## src/inc/mpmc_pkg.sv

```systemverilog
// Constants, types and helpers of the magnetometer power mode control
package mpmc_pkg;
    // Clock rate and derived cycles per microsecond
    localparam int unsigned CLK_HZ = 100_000_000;
    localparam int unsigned US_CYC = CLK_HZ / 1_000_000;

    // Register offsets
    localparam logic [7:0] ADDR_ID = 8'h40;
    localparam logic [7:0] ADDR_PWR = 8'h4b;
    localparam logic [7:0] ADDR_OPC = 8'h4c;
    localparam logic [7:0] ADDR_XYREP = 8'h51;
    localparam logic [7:0] ADDR_ZREP = 8'h52;
    localparam logic [7:0] ADDR_TRIM = 8'h5d;

    // Identification value, arbitrary
    localparam logic [7:0] ID_VALUE = 8'h5a;

    // Field positions and writable masks
    localparam int unsigned PWR_ON_BIT = 0;
    localparam int unsigned PWR_3W_BIT = 2;
    localparam int unsigned PWR_SRST_BIT = 7;
    localparam logic [7:0] PWR_MASK = 8'h05;
    localparam int unsigned OPC_MODE_LSB = 1;
    localparam int unsigned OPC_ODR_LSB = 3;
    localparam logic [7:0] OPC_MASK = 8'h3e;

    // Operating state field codes
    localparam logic [1:0] OPM_NORMAL = 2'h0;
    localparam logic [1:0] OPM_FORCED = 2'h1;
    localparam logic [1:0] OPM_SLEEP = 2'h3;

    // Reset values
    localparam logic [7:0] PWR_RST = 8'h00;
    localparam logic [7:0] OPC_RST = 8'h06;
    localparam logic [7:0] XYREP_RST = 8'h00;
    localparam logic [7:0] ZREP_RST = 8'h00;

    // Measurement and output rate timing
    localparam int unsigned XY_REPETITION_SETTING_US = 145;
    localparam int unsigned Z_REP_US = 500;
    localparam int unsigned OVH_US = 980;
    localparam int unsigned ODR_BASE_US = 100_000;
    localparam int unsigned XY_REPETITION_SETTING_CYC = XY_REPETITION_SETTING_US * US_CYC;
    localparam int unsigned Z_REP_CYC = Z_REP_US * US_CYC;
    localparam int unsigned OVH_CYC = OVH_US * US_CYC;
    localparam int unsigned ODR_BASE_CYC = ODR_BASE_US * US_CYC;

    // Trim storage address width
    localparam int unsigned TRIM_AW = 2;

    // Power states, one-hot
    typedef enum logic [5:0] {
        ST_OFF = 6'h01,
        ST_BOOT = 6'h02,
        ST_SUSP = 6'h04,
        ST_SLEEP = 6'h08,
        ST_NORM = 6'h10,
        ST_FORCE = 6'h20
    } mpmc_state_t;

    // Actual repetitions from a repetition setting
    function automatic logic [8:0] rep_count(input logic [7:0] s,
                                             input logic is_z);
        return is_z ? 9'(s) + 9'h001 : {s, 1'b1};
    endfunction
endpackage

```

## src/inc/mpmc_meas_if.sv

```systemverilog
// Link between the power controller and the measurement timer
`timescale 1ns/1ns
interface mpmc_meas_if;
    logic start;
    logic abort;
    logic busy;
    logic done;
    logic [8:0] xy_repetition_count;
    logic [8:0] z_repetition_count;
    modport ctrl (output start, abort, xy_repetition_count,
                  z_repetition_count, input busy, done);
    modport tmr (input start, abort, xy_repetition_count,
                 z_repetition_count, output busy, done);
endinterface

```

## src/mpmc_meas_timer.sv

```systemverilog
// Measurement phase timer: X/Y repetitions, Z repetitions, overhead
`timescale 1ns/1ns
module mpmc_meas_timer #(
    parameter int unsigned XY_CYC = mpmc_pkg::XY_REPETITION_SETTING_CYC,
    parameter int unsigned Z_CYC = mpmc_pkg::Z_REP_CYC,
    parameter int unsigned OVH_CYC = mpmc_pkg::OVH_CYC
) (
    input wire logic clk,
    input wire logic rst_n,
    mpmc_meas_if.tmr m
);
    import mpmc_pkg::*;

    typedef enum logic [3:0] {
        PH_IDLE = 4'h1,
        PH_XY = 4'h2,
        PH_Z = 4'h4,
        PH_OVH = 4'h8
    } mpmc_phase_t;

    localparam logic [31:0] XY_LD = 32'(XY_CYC - 1);
    localparam logic [31:0] Z_LD = 32'(Z_CYC - 1);
    localparam logic [31:0] OVH_LD = 32'(OVH_CYC - 1);

    mpmc_phase_t ph_q, ph_d;
    logic [31:0] cyc_q, cyc_d;
    logic [8:0] rep_q, rep_d;
    logic done_q, done_d;

    assign m.busy = (ph_q != PH_IDLE);
    assign m.done = done_q;

    // Phase sequencing; abort beats start, start restarts a busy run
    always_comb begin
        ph_d = ph_q;
        cyc_d = cyc_q;
        rep_d = rep_q;
        done_d = 1'b0;
        if (m.abort) begin
            ph_d = PH_IDLE;
        end else if (m.start) begin
            ph_d = PH_XY;
            cyc_d = XY_LD;
            rep_d = m.xy_repetition_count - 9'h001;
        end else begin
            unique case (ph_q)
                PH_IDLE: cyc_d = cyc_q;
                PH_XY: begin
                    if (cyc_q != 32'h0) begin
                        cyc_d = cyc_q - 32'h1;
                    end else if (rep_q != 9'h000) begin
                        rep_d = rep_q - 9'h001;
                        cyc_d = XY_LD;
                    end else begin
                        ph_d = PH_Z;
                        cyc_d = Z_LD;
                        rep_d = m.z_repetition_count - 9'h001;
                    end
                end
                PH_Z: begin
                    if (cyc_q != 32'h0) begin
                        cyc_d = cyc_q - 32'h1;
                    end else if (rep_q != 9'h000) begin
                        rep_d = rep_q - 9'h001;
                        cyc_d = Z_LD;
                    end else begin
                        ph_d = PH_OVH;
                        cyc_d = OVH_LD;
                    end
                end
                PH_OVH: begin
                    if (cyc_q != 32'h0) begin
                        cyc_d = cyc_q - 32'h1;
                    end else begin
                        ph_d = PH_IDLE;
                        done_d = 1'b1;
                    end
                end
            endcase
        end
    end

    // Phase registers
    always_ff @(posedge clk) begin
        if (!rst_n) begin
            ph_q <= PH_IDLE;
            cyc_q <= 32'h0;
            rep_q <= 9'h000;
            done_q <= 1'b0;
        end else begin
            ph_q <= ph_d;
            cyc_q <= cyc_d;
            rep_q <= rep_d;
            done_q <= done_d;
        end
    end

    // Elapsed time since start and expected length, for checking
    logic [31:0] el_q, exp_q;
    always_ff @(posedge clk) begin
        if (!rst_n) begin
            el_q <= 32'h0;
            exp_q <= 32'h0;
        end else if (m.start) begin
            el_q <= 32'h0;
            exp_q <= 32'(32'(m.xy_repetition_count) * XY_CYC
                     + 32'(m.z_repetition_count) * Z_CYC + OVH_CYC);
        end else begin
            el_q <= el_q + 32'h1;
        end
    end
endmodule

```

## src/mpmc_top.sv

```systemverilog
// Magnetometer power mode and measurement sequencing controller
`timescale 1ns/1ns
module mpmc_top #(
    parameter int unsigned XY_CYC = mpmc_pkg::XY_REPETITION_SETTING_CYC,
    parameter int unsigned Z_CYC = mpmc_pkg::Z_REP_CYC,
    parameter int unsigned OVH_CYC = mpmc_pkg::OVH_CYC,
    parameter int unsigned ODR_CYC = mpmc_pkg::ODR_BASE_CYC,
    parameter int unsigned TRIM_AW = mpmc_pkg::TRIM_AW
) (
    input wire logic clk,
    input wire logic rst_n,
    input wire logic vdd_ok,
    input wire logic vddio_ok,
    input wire logic spi_mode,
    input wire logic reg_wr,
    input wire logic reg_rd,
    input wire logic [7:0] reg_addr,
    input wire logic [7:0] reg_wdata,
    output logic [7:0] reg_rdata,
    output logic reg_rdata_oe,
    output logic trim_rd,
    output logic [TRIM_AW-1:0] trim_addr,
    input wire logic [7:0] trim_data,
    output mpmc_pkg::mpmc_state_t mode,
    output logic three_wire_serial_select,
    output logic meas_active,
    output logic result_commit
);
    import mpmc_pkg::*;

    localparam logic [TRIM_AW-1:0] TRIM_LAST = '1;
    localparam logic [8:0] TRIM_N = 9'(1 << TRIM_AW);

    mpmc_meas_if m ();

    mpmc_state_t st_q, st_d;
    logic [7:0] pwr_q, pwr_d;
    logic [7:0] opc_q, opc_d;
    logic [7:0] xyr_q, xyr_d;
    logic [7:0] zr_q, zr_d;
    logic [TRIM_AW-1:0] tidx_q, tidx_d;
    logic [31:0] odr_q, odr_d;
    logic [7:0] rd_q, rd_d;
    logic oe_q, oe_d;
    logic cm_q, cm_d;
    logic act_q;
    logic trd_q, trd_d;
    logic sh_we;
    logic [7:0] trim_q [1 << TRIM_AW];
    logic por_n, full_acc, user_acc;
    logic [7:0] toff;
    logic [1:0] wr_mode;

    // Output rate period from the rate field of the operation byte
    function automatic logic [31:0] odr_period(input logic [7:0] opc);
        return 32'(ODR_CYC >> opc[OPC_ODR_LSB +: 3]);
    endfunction

    // Logic reset: pin reset or either supply missing
    assign por_n = rst_n && vdd_ok && vddio_ok;
    assign full_acc = (st_q == ST_SLEEP) || (st_q == ST_NORM)
                   || (st_q == ST_FORCE);
    assign user_acc = full_acc || (st_q == ST_SUSP);
    assign toff = reg_addr - ADDR_TRIM;
    assign wr_mode = reg_wdata[OPC_MODE_LSB +: 2];

    // Actual repetition counts handed to the timer
    assign m.xy_repetition_count = rep_count(xyr_q, 1'b0);
    assign m.z_repetition_count = rep_count(zr_q, 1'b1);

    mpmc_meas_timer #(
        .XY_CYC(XY_CYC),
        .Z_CYC(Z_CYC),
        .OVH_CYC(OVH_CYC)
    ) u_timer (
        .clk(clk),
        .rst_n(por_n),
        .m(m)
    );

    // Next state of the power sequencer and its registers
    always_comb begin
        st_d = st_q;
        pwr_d = pwr_q;
        opc_d = opc_q;
        xyr_d = xyr_q;
        zr_d = zr_q;
        tidx_d = tidx_q;
        odr_d = odr_q;
        rd_d = rd_q;
        oe_d = 1'b0;
        cm_d = 1'b0;
        sh_we = 1'b0;
        m.start = 1'b0;
        m.abort = 1'b0;
        // Autonomous progress of each state
        unique case (st_q)
            ST_OFF: begin
                st_d = ST_BOOT;
                tidx_d = '0;
            end
            ST_BOOT: begin
                sh_we = 1'b1;
                if (tidx_q == TRIM_LAST) begin
                    st_d = ST_SUSP;
                end else begin
                    tidx_d = tidx_q + 1'b1;
                end
            end
            ST_SUSP, ST_SLEEP: begin
                odr_d = odr_q;
            end
            ST_NORM: begin
                cm_d = m.done;
                if (odr_q == 32'h0) begin
                    m.start = 1'b1;
                    odr_d = odr_period(opc_q) - 32'h1;
                end else begin
                    odr_d = odr_q - 32'h1;
                end
            end
            ST_FORCE: begin
                if (m.done) begin
                    cm_d = 1'b1;
                    opc_d[OPC_MODE_LSB +: 2] = OPM_SLEEP;
                    st_d = ST_SLEEP;
                end
            end
        endcase
        // Register writes; later assignments override the above
        if (reg_wr && user_acc && reg_addr == ADDR_PWR) begin
            pwr_d = reg_wdata & PWR_MASK;
            if (!reg_wdata[PWR_ON_BIT]) begin
                if (st_q != ST_SUSP) begin
                    st_d = ST_SUSP;
                    opc_d = OPC_RST;
                    xyr_d = XYREP_RST;
                    zr_d = ZREP_RST;
                    m.abort = 1'b1;
                end
            end else if (st_q == ST_SUSP) begin
                st_d = ST_SLEEP;
            end else if (reg_wdata[PWR_SRST_BIT]) begin
                st_d = ST_SLEEP;
                opc_d = OPC_RST;
                xyr_d = XYREP_RST;
                zr_d = ZREP_RST;
                m.abort = 1'b1;
            end
        end else if (reg_wr && full_acc && reg_addr == ADDR_OPC) begin
            opc_d = reg_wdata & OPC_MASK;
            unique case (wr_mode)
                OPM_SLEEP: begin
                    st_d = ST_SLEEP;
                    m.abort = 1'b1;
                end
                OPM_NORMAL: begin
                    if (st_q != ST_NORM) begin
                        st_d = ST_NORM;
                        m.start = 1'b1;
                        odr_d = odr_period(reg_wdata) - 32'h1;
                    end
                end
                OPM_FORCED: begin
                    st_d = ST_FORCE;
                    m.start = 1'b1;
                end
                default: begin
                    opc_d[OPC_MODE_LSB +: 2] = opc_q[OPC_MODE_LSB +: 2];
                end
            endcase
        end else if (reg_wr && full_acc && reg_addr == ADDR_XYREP) begin
            xyr_d = reg_wdata;
        end else if (reg_wr && full_acc && reg_addr == ADDR_ZREP) begin
            zr_d = reg_wdata;
        end
        // Register reads, answered one cycle later
        if (reg_rd) begin
            oe_d = 1'b1;
            rd_d = 8'h00;
            if (full_acc) begin
                if (reg_addr == ADDR_ID) begin
                    rd_d = ID_VALUE;
                end else if (reg_addr == ADDR_PWR) begin
                    rd_d = pwr_q;
                end else if (reg_addr == ADDR_OPC) begin
                    rd_d = opc_q;
                end else if (reg_addr == ADDR_XYREP) begin
                    rd_d = xyr_q;
                end else if (reg_addr == ADDR_ZREP) begin
                    rd_d = zr_q;
                end else if ({1'b0, toff} < TRIM_N) begin
                    rd_d = trim_q[toff[TRIM_AW-1:0]];
                end
            end else if (user_acc && reg_addr == ADDR_PWR) begin
                rd_d = pwr_q;
            end else begin
                oe_d = !spi_mode;
            end
        end
        trd_d = (st_d == ST_BOOT);
    end

    // Sequencer registers, all defaulted by power-on reset
    always_ff @(posedge clk) begin
        if (!por_n) begin
            st_q <= ST_OFF;
            pwr_q <= PWR_RST;
            opc_q <= OPC_RST;
            xyr_q <= XYREP_RST;
            zr_q <= ZREP_RST;
            tidx_q <= '0;
            odr_q <= 32'h0;
            rd_q <= 8'h00;
            oe_q <= 1'b0;
            cm_q <= 1'b0;
            act_q <= 1'b0;
            trd_q <= 1'b0;
        end else begin
            st_q <= st_d;
            pwr_q <= pwr_d;
            opc_q <= opc_d;
            xyr_q <= xyr_d;
            zr_q <= zr_d;
            tidx_q <= tidx_d;
            odr_q <= odr_d;
            rd_q <= rd_d;
            oe_q <= oe_d;
            cm_q <= cm_d;
            act_q <= m.busy;
            trd_q <= trd_d;
        end
    end

    // Trim shadow copy during start-up
    always_ff @(posedge clk) begin
        if (sh_we) begin
            trim_q[tidx_q] <= trim_data;
        end
    end

    // Outputs straight from flip-flops
    assign reg_rdata = rd_q;
    assign reg_rdata_oe = oe_q;
    assign trim_rd = trd_q;
    assign trim_addr = tidx_q;
    assign mode = st_q;
    assign three_wire_serial_select = pwr_q[PWR_3W_BIT];
    assign meas_active = act_q;
    assign result_commit = cm_q;
endmodule

```

## config.mk

```make
export PLATFORM = sky130hd
export DESIGN_NAME = mpmc_top
export DESIGN_NICKNAME = d
export VERILOG_FILES = /design/src/inc/mpmc_pkg.sv /design/src/inc/mpmc_meas_if.sv /design/src/mpmc_meas_timer.sv /design/src/mpmc_top.sv
export SDC_FILE = /design/constraint.sdc
export NUM_CORES = 1
export LEC_CHECK = 0
export BUFFER_PORTS_ARGS = -buffer_cell sky130_fd_sc_hd__buf_2
export CAP_MARGIN = 25
export CORE_ASPECT_RATIO = 1.25
export CORE_MARGIN = 5
export CORE_UTILIZATION = 45
export DETAILED_ROUTE_END_ITERATION = 7
export PLACE_DENSITY = 0.62
export SETUP_SLACK_MARGIN = 0.4
export SYNTH_ARGS = -nofsm -noshare
export SYNTH_HDL_FRONTEND = slang
export SYNTH_SLANG_ARGS = --single-unit
```

## constraint.sdc

```tcl
create_clock -name clk -period 6.4 [get_ports clk]
set_input_delay 1.28 -clock clk [delete_from_list [all_inputs] [get_ports clk]]
set_output_delay 1.28 -clock clk [all_outputs]
set_load 0.1 [all_outputs]
```

==> results.json <==
{
  "place.gp.congestion": 0.931,
  "clock_path_buffers": 2,
  "yosys_warnings": 0,
  "r2r-start": "odr_q[1]",
  "seq_area_um2": 3380,
  "vdd_drop_max_mv": 0.160,
  "cts_root_buf": "clkbuf_16",
  "die_w_um": 140,
  "ant_nets": 0,
  "leakage_uw": 0.00389,
  "worst-setup-path-type": "in -> reg",
  "ys_ff_latch": 153,
  "m1WireLength_um": 11500,
  "cts.repair_timing.setup_buffer_count": 0,
  "synth_nets": 1170,
  "synth_cell_types": 96,
  "async_reset_ff_frac": 0,
  "fp-row-count": 59,
  "clock-sinks": 153,
  "worstPathCellList": "buf_2, inv_1, ha_1, nand4_1, or3_4, o22ai_4, a21oi_1, o21ai_2, o21ba_2",
  "holdPathStages": 1,
  "p_total_uw": 2110,
  "io_buffers": 51,
  "hold_path.class": "reg -> reg",
  "mostFrequentLayoutCell": "nor2_1",
  "highest_layer": "met4",
  "cts.repair.resized": 0,
  "cts-buffers-inserted": 17,
  "drt_iter0_markers": 496,
  "insertion_delay_ps": 430,
  "p_per_area_nw_per_um2": 201,
  "multi_input_area_um2": 5760,
  "critPathLaunchType": "input pin",
  "gr-usage-all-layers": 0.213,
  "finalSetupViolations": 0,
  "drc": 0,
  "synth_adder_area_share": 0.0275,
  "first_pass_iters": 5,
  "tightest_slew_ps": 1010,
  "antenna_found_initial": 0,
  "drive_above_1_share": 0.144,
  "hold_path_end": "odr_q[31]",
  "cp_slowest_stage_delay_ps": 650,
  "fin_nets": 1179,
  "grt_pass1_vias": 8354,
  "start_util": 0.457,
  "rrSetupSlack_ps": 2590,
  "diodes": 0,
  "pwr-share-clk": 0.486,
  "period_share": 0.600,
  "period_needed_ps": 3840,
  "synth_area_per_cell_um2": 8.54,
  "setup-tns-final_ps": 0,
  "grt_max_degree": 54,
  "nFillCells": 2025,
  "fmax_ghz": 0.260,
  "rsz0062_at_grt": "no",
  "routed_via_density": 6.05,
  "synth_cells": 1118,
  "synth_top_family_by_area": "simple AND/OR/NAND/NOR gates",
  "grt_pass1_wl_um": 42800,
  "crit_fanout": 29,
  "power.switching_uw": 564,
  "p_int_uw": 1550,
  "skew_ps": 13.3,
  "power_frac_comb": 0.048,
  "routed_wl_um": 26100,
  "timing.slew.headroom": 0.324,
  "post_drt_wl_per_cell_um": 18.5,
  "switching_share": 0.267,
  "wl_met2_um": 13000,
  "hold_buffers": 0,
  "vias": 8549,
  "dr_wl_met3_um": 846,
  "setup.worst_path.end_class": "flip-flop",
  "io_pins": 52,
  "synth_xor_area_frac": 0.0329,
  "syn-cell-area_um2": 9550,
  "seq_power_share": 0.466,
  "core_um2": 20900,
  "place_hpwl_um": 18900,
  "status": "completed",
  "htreeDepth": 4,
  "synth-main-ff-cell": "dfxtp_1",
  "slowest_stage": "o22ai_4",
  "slew_violations": 0,
  "synth_edf_count": 32,
  "rr_endpoint": "u_timer.cyc_q[19]",
  "reg2regPathDepth": 7,
  "area_growth_pct": 10.2,
  "finalHoldViolations": 0,
  "grt-ovfl-total": 0,
  "cts_tree": "yes",
  "clk_pin_slew_ps": 70,
  "ys_seq_area_frac": 0.354,
  "hp-start": "odr_q[31]",
  "die_h_um": 173,
  "dieArea_um2": 24200,
  "max_cap_violations": 0,
  "layout_common_cells": "nor2_1, dfxtp_1, a21oi_1, nand2_1, o21ai_0",
  "cp_data_arrival_time_ps": 4160,
  "cp.required_ps": 6720,
  "synthMuxAreaShare": 0.0509,
  "synth_compound_gate_area_share": 0.226,
  "yosys.area_share.simple": 0.264
}
==> layer usage <==
layer / vias to the layer above / track usage
met5: - / 0
met2: 193 / 0.368
met4: 0 / 0.0779
met3: 44 / 0.0318
li1: 4197 / -
met1: 4115 / 0.268
==> sequential cells by signal, indices dropped and copies added (netlist names) <==
register,flops
meas_active,1
u_timer.m.done,1
xyr_q,8
opc_q,5
zr_q,8
pwr_q,2
result_commit,1
trim_rd,1
u_timer.rep_q,9
mode,6
u_timer.cyc_q,32
reg_rdata,8
reg_rdata_oe,1
trim_q,32
trim_addr,2
u_timer.ph_q,4
odr_q,32
==> cell usage after synthesis (9+ instances only) <==
library cell,number,area share
nand4_1,12,0.0079
nor2b_1,13,0.0085
nand3_1,29,0.015
mux2i_1,26,0.027
xor2_1,17,0.016
nor4_1,16,0.010
and2_1,12,0.0079
and3_1,9,0.0059
a21oi_1,104,0.055
or4_1,13,0.010
buf_2,12,0.0063
o21ai_0,61,0.032
clkbuf_1,48,0.019
nand2b_1,17,0.011
xnor2_1,17,0.016
nand2_1,66,0.026
edfxtp_1,32,0.10
ha_1,21,0.028
a31oi_1,16,0.010
nor2_1,133,0.052
dfxtp_1,121,0.25
nor3_1,43,0.023
o31a_1,9,0.0083
o211ai_1,14,0.011
or3_1,28,0.018
inv_1,29,0.011
a211oi_1,29,0.023
==> stage by stage <==
stage	hold slack [ps]	instances	util	setup WS, ps	instance area [um2]
floorplan	432	1118	-	2520	9550
global placement	450	1382	0.474	2180	9910
detailed placement	456	1382	0.474	2090	9910
CTS	465	1414	0.504	2530	10500
global route	476	1414	0.504	2280	10500
finish	461	1414	0.504	2560	10500
==> layout make-up <==
type                       instances  share of cell area
clock inverter                    15              0.0174
timing repair buffer              59              0.0300
clock buffer                      17              0.0404
inverter                          30              0.0107
multi-input combinational        866               0.547
sequential                       153               0.322
tap                              274              0.0326
==> worst max path at each step <==
stage,cells past startpoint,start,endpoint,slack (ps)
2_1_floorplan,11,reg_addr[0],u_timer.cyc_q[25],2520
3_3_place_gp,9,reg_addr[0],u_timer.cyc_q[19],2180
3_5_place_dp,9,reg_addr[0],u_timer.cyc_q[19],2090
4_1_cts,9,reg_addr[0],u_timer.cyc_q[19],2530
5_1_grt,9,reg_addr[0],u_timer.cyc_q[19],2280
6_report,9,reg_addr[0],u_timer.cyc_q[19],2560
==> cells by family after synthesis <==
family                   after synthesis
AND/OR/NAND/NOR                      453
AO/OA/AOI/OAI                        319
flip-flops                           153
buffers and inverters                 99
multiplexers                          38
XOR/XNOR                              35
adder cells (fa/ha/maj)               21
==> power by group through the flow <==
| stage | combinational (uW) | clock (uW) | sequential, uW |
|---|---|---|---|
| after global placement | 99.9 | 0 | 1010 |
| after global routing | 110 | 1090 | 986 |
| after CTS | 101 | 1050 | 986 |
| after floorplan | 59.4 | 0 | 1010 |
| final | 101 | 1030 | 986 |
| after detailed placement | 101 | 0 | 1010 |
==> worst max-delay path: cells and delay by family <==
| family | cells | cell delay, ps |
|---|---|---|
| adders and majority gates | 1 | 300 |
| and+or+nand+nor | 2 | 640 |
| AOI/OAI and AO/OA | 4 | 1580 |
| buffers and inverters | 2 | 340 |
Power figures use the tool's default switching activity.
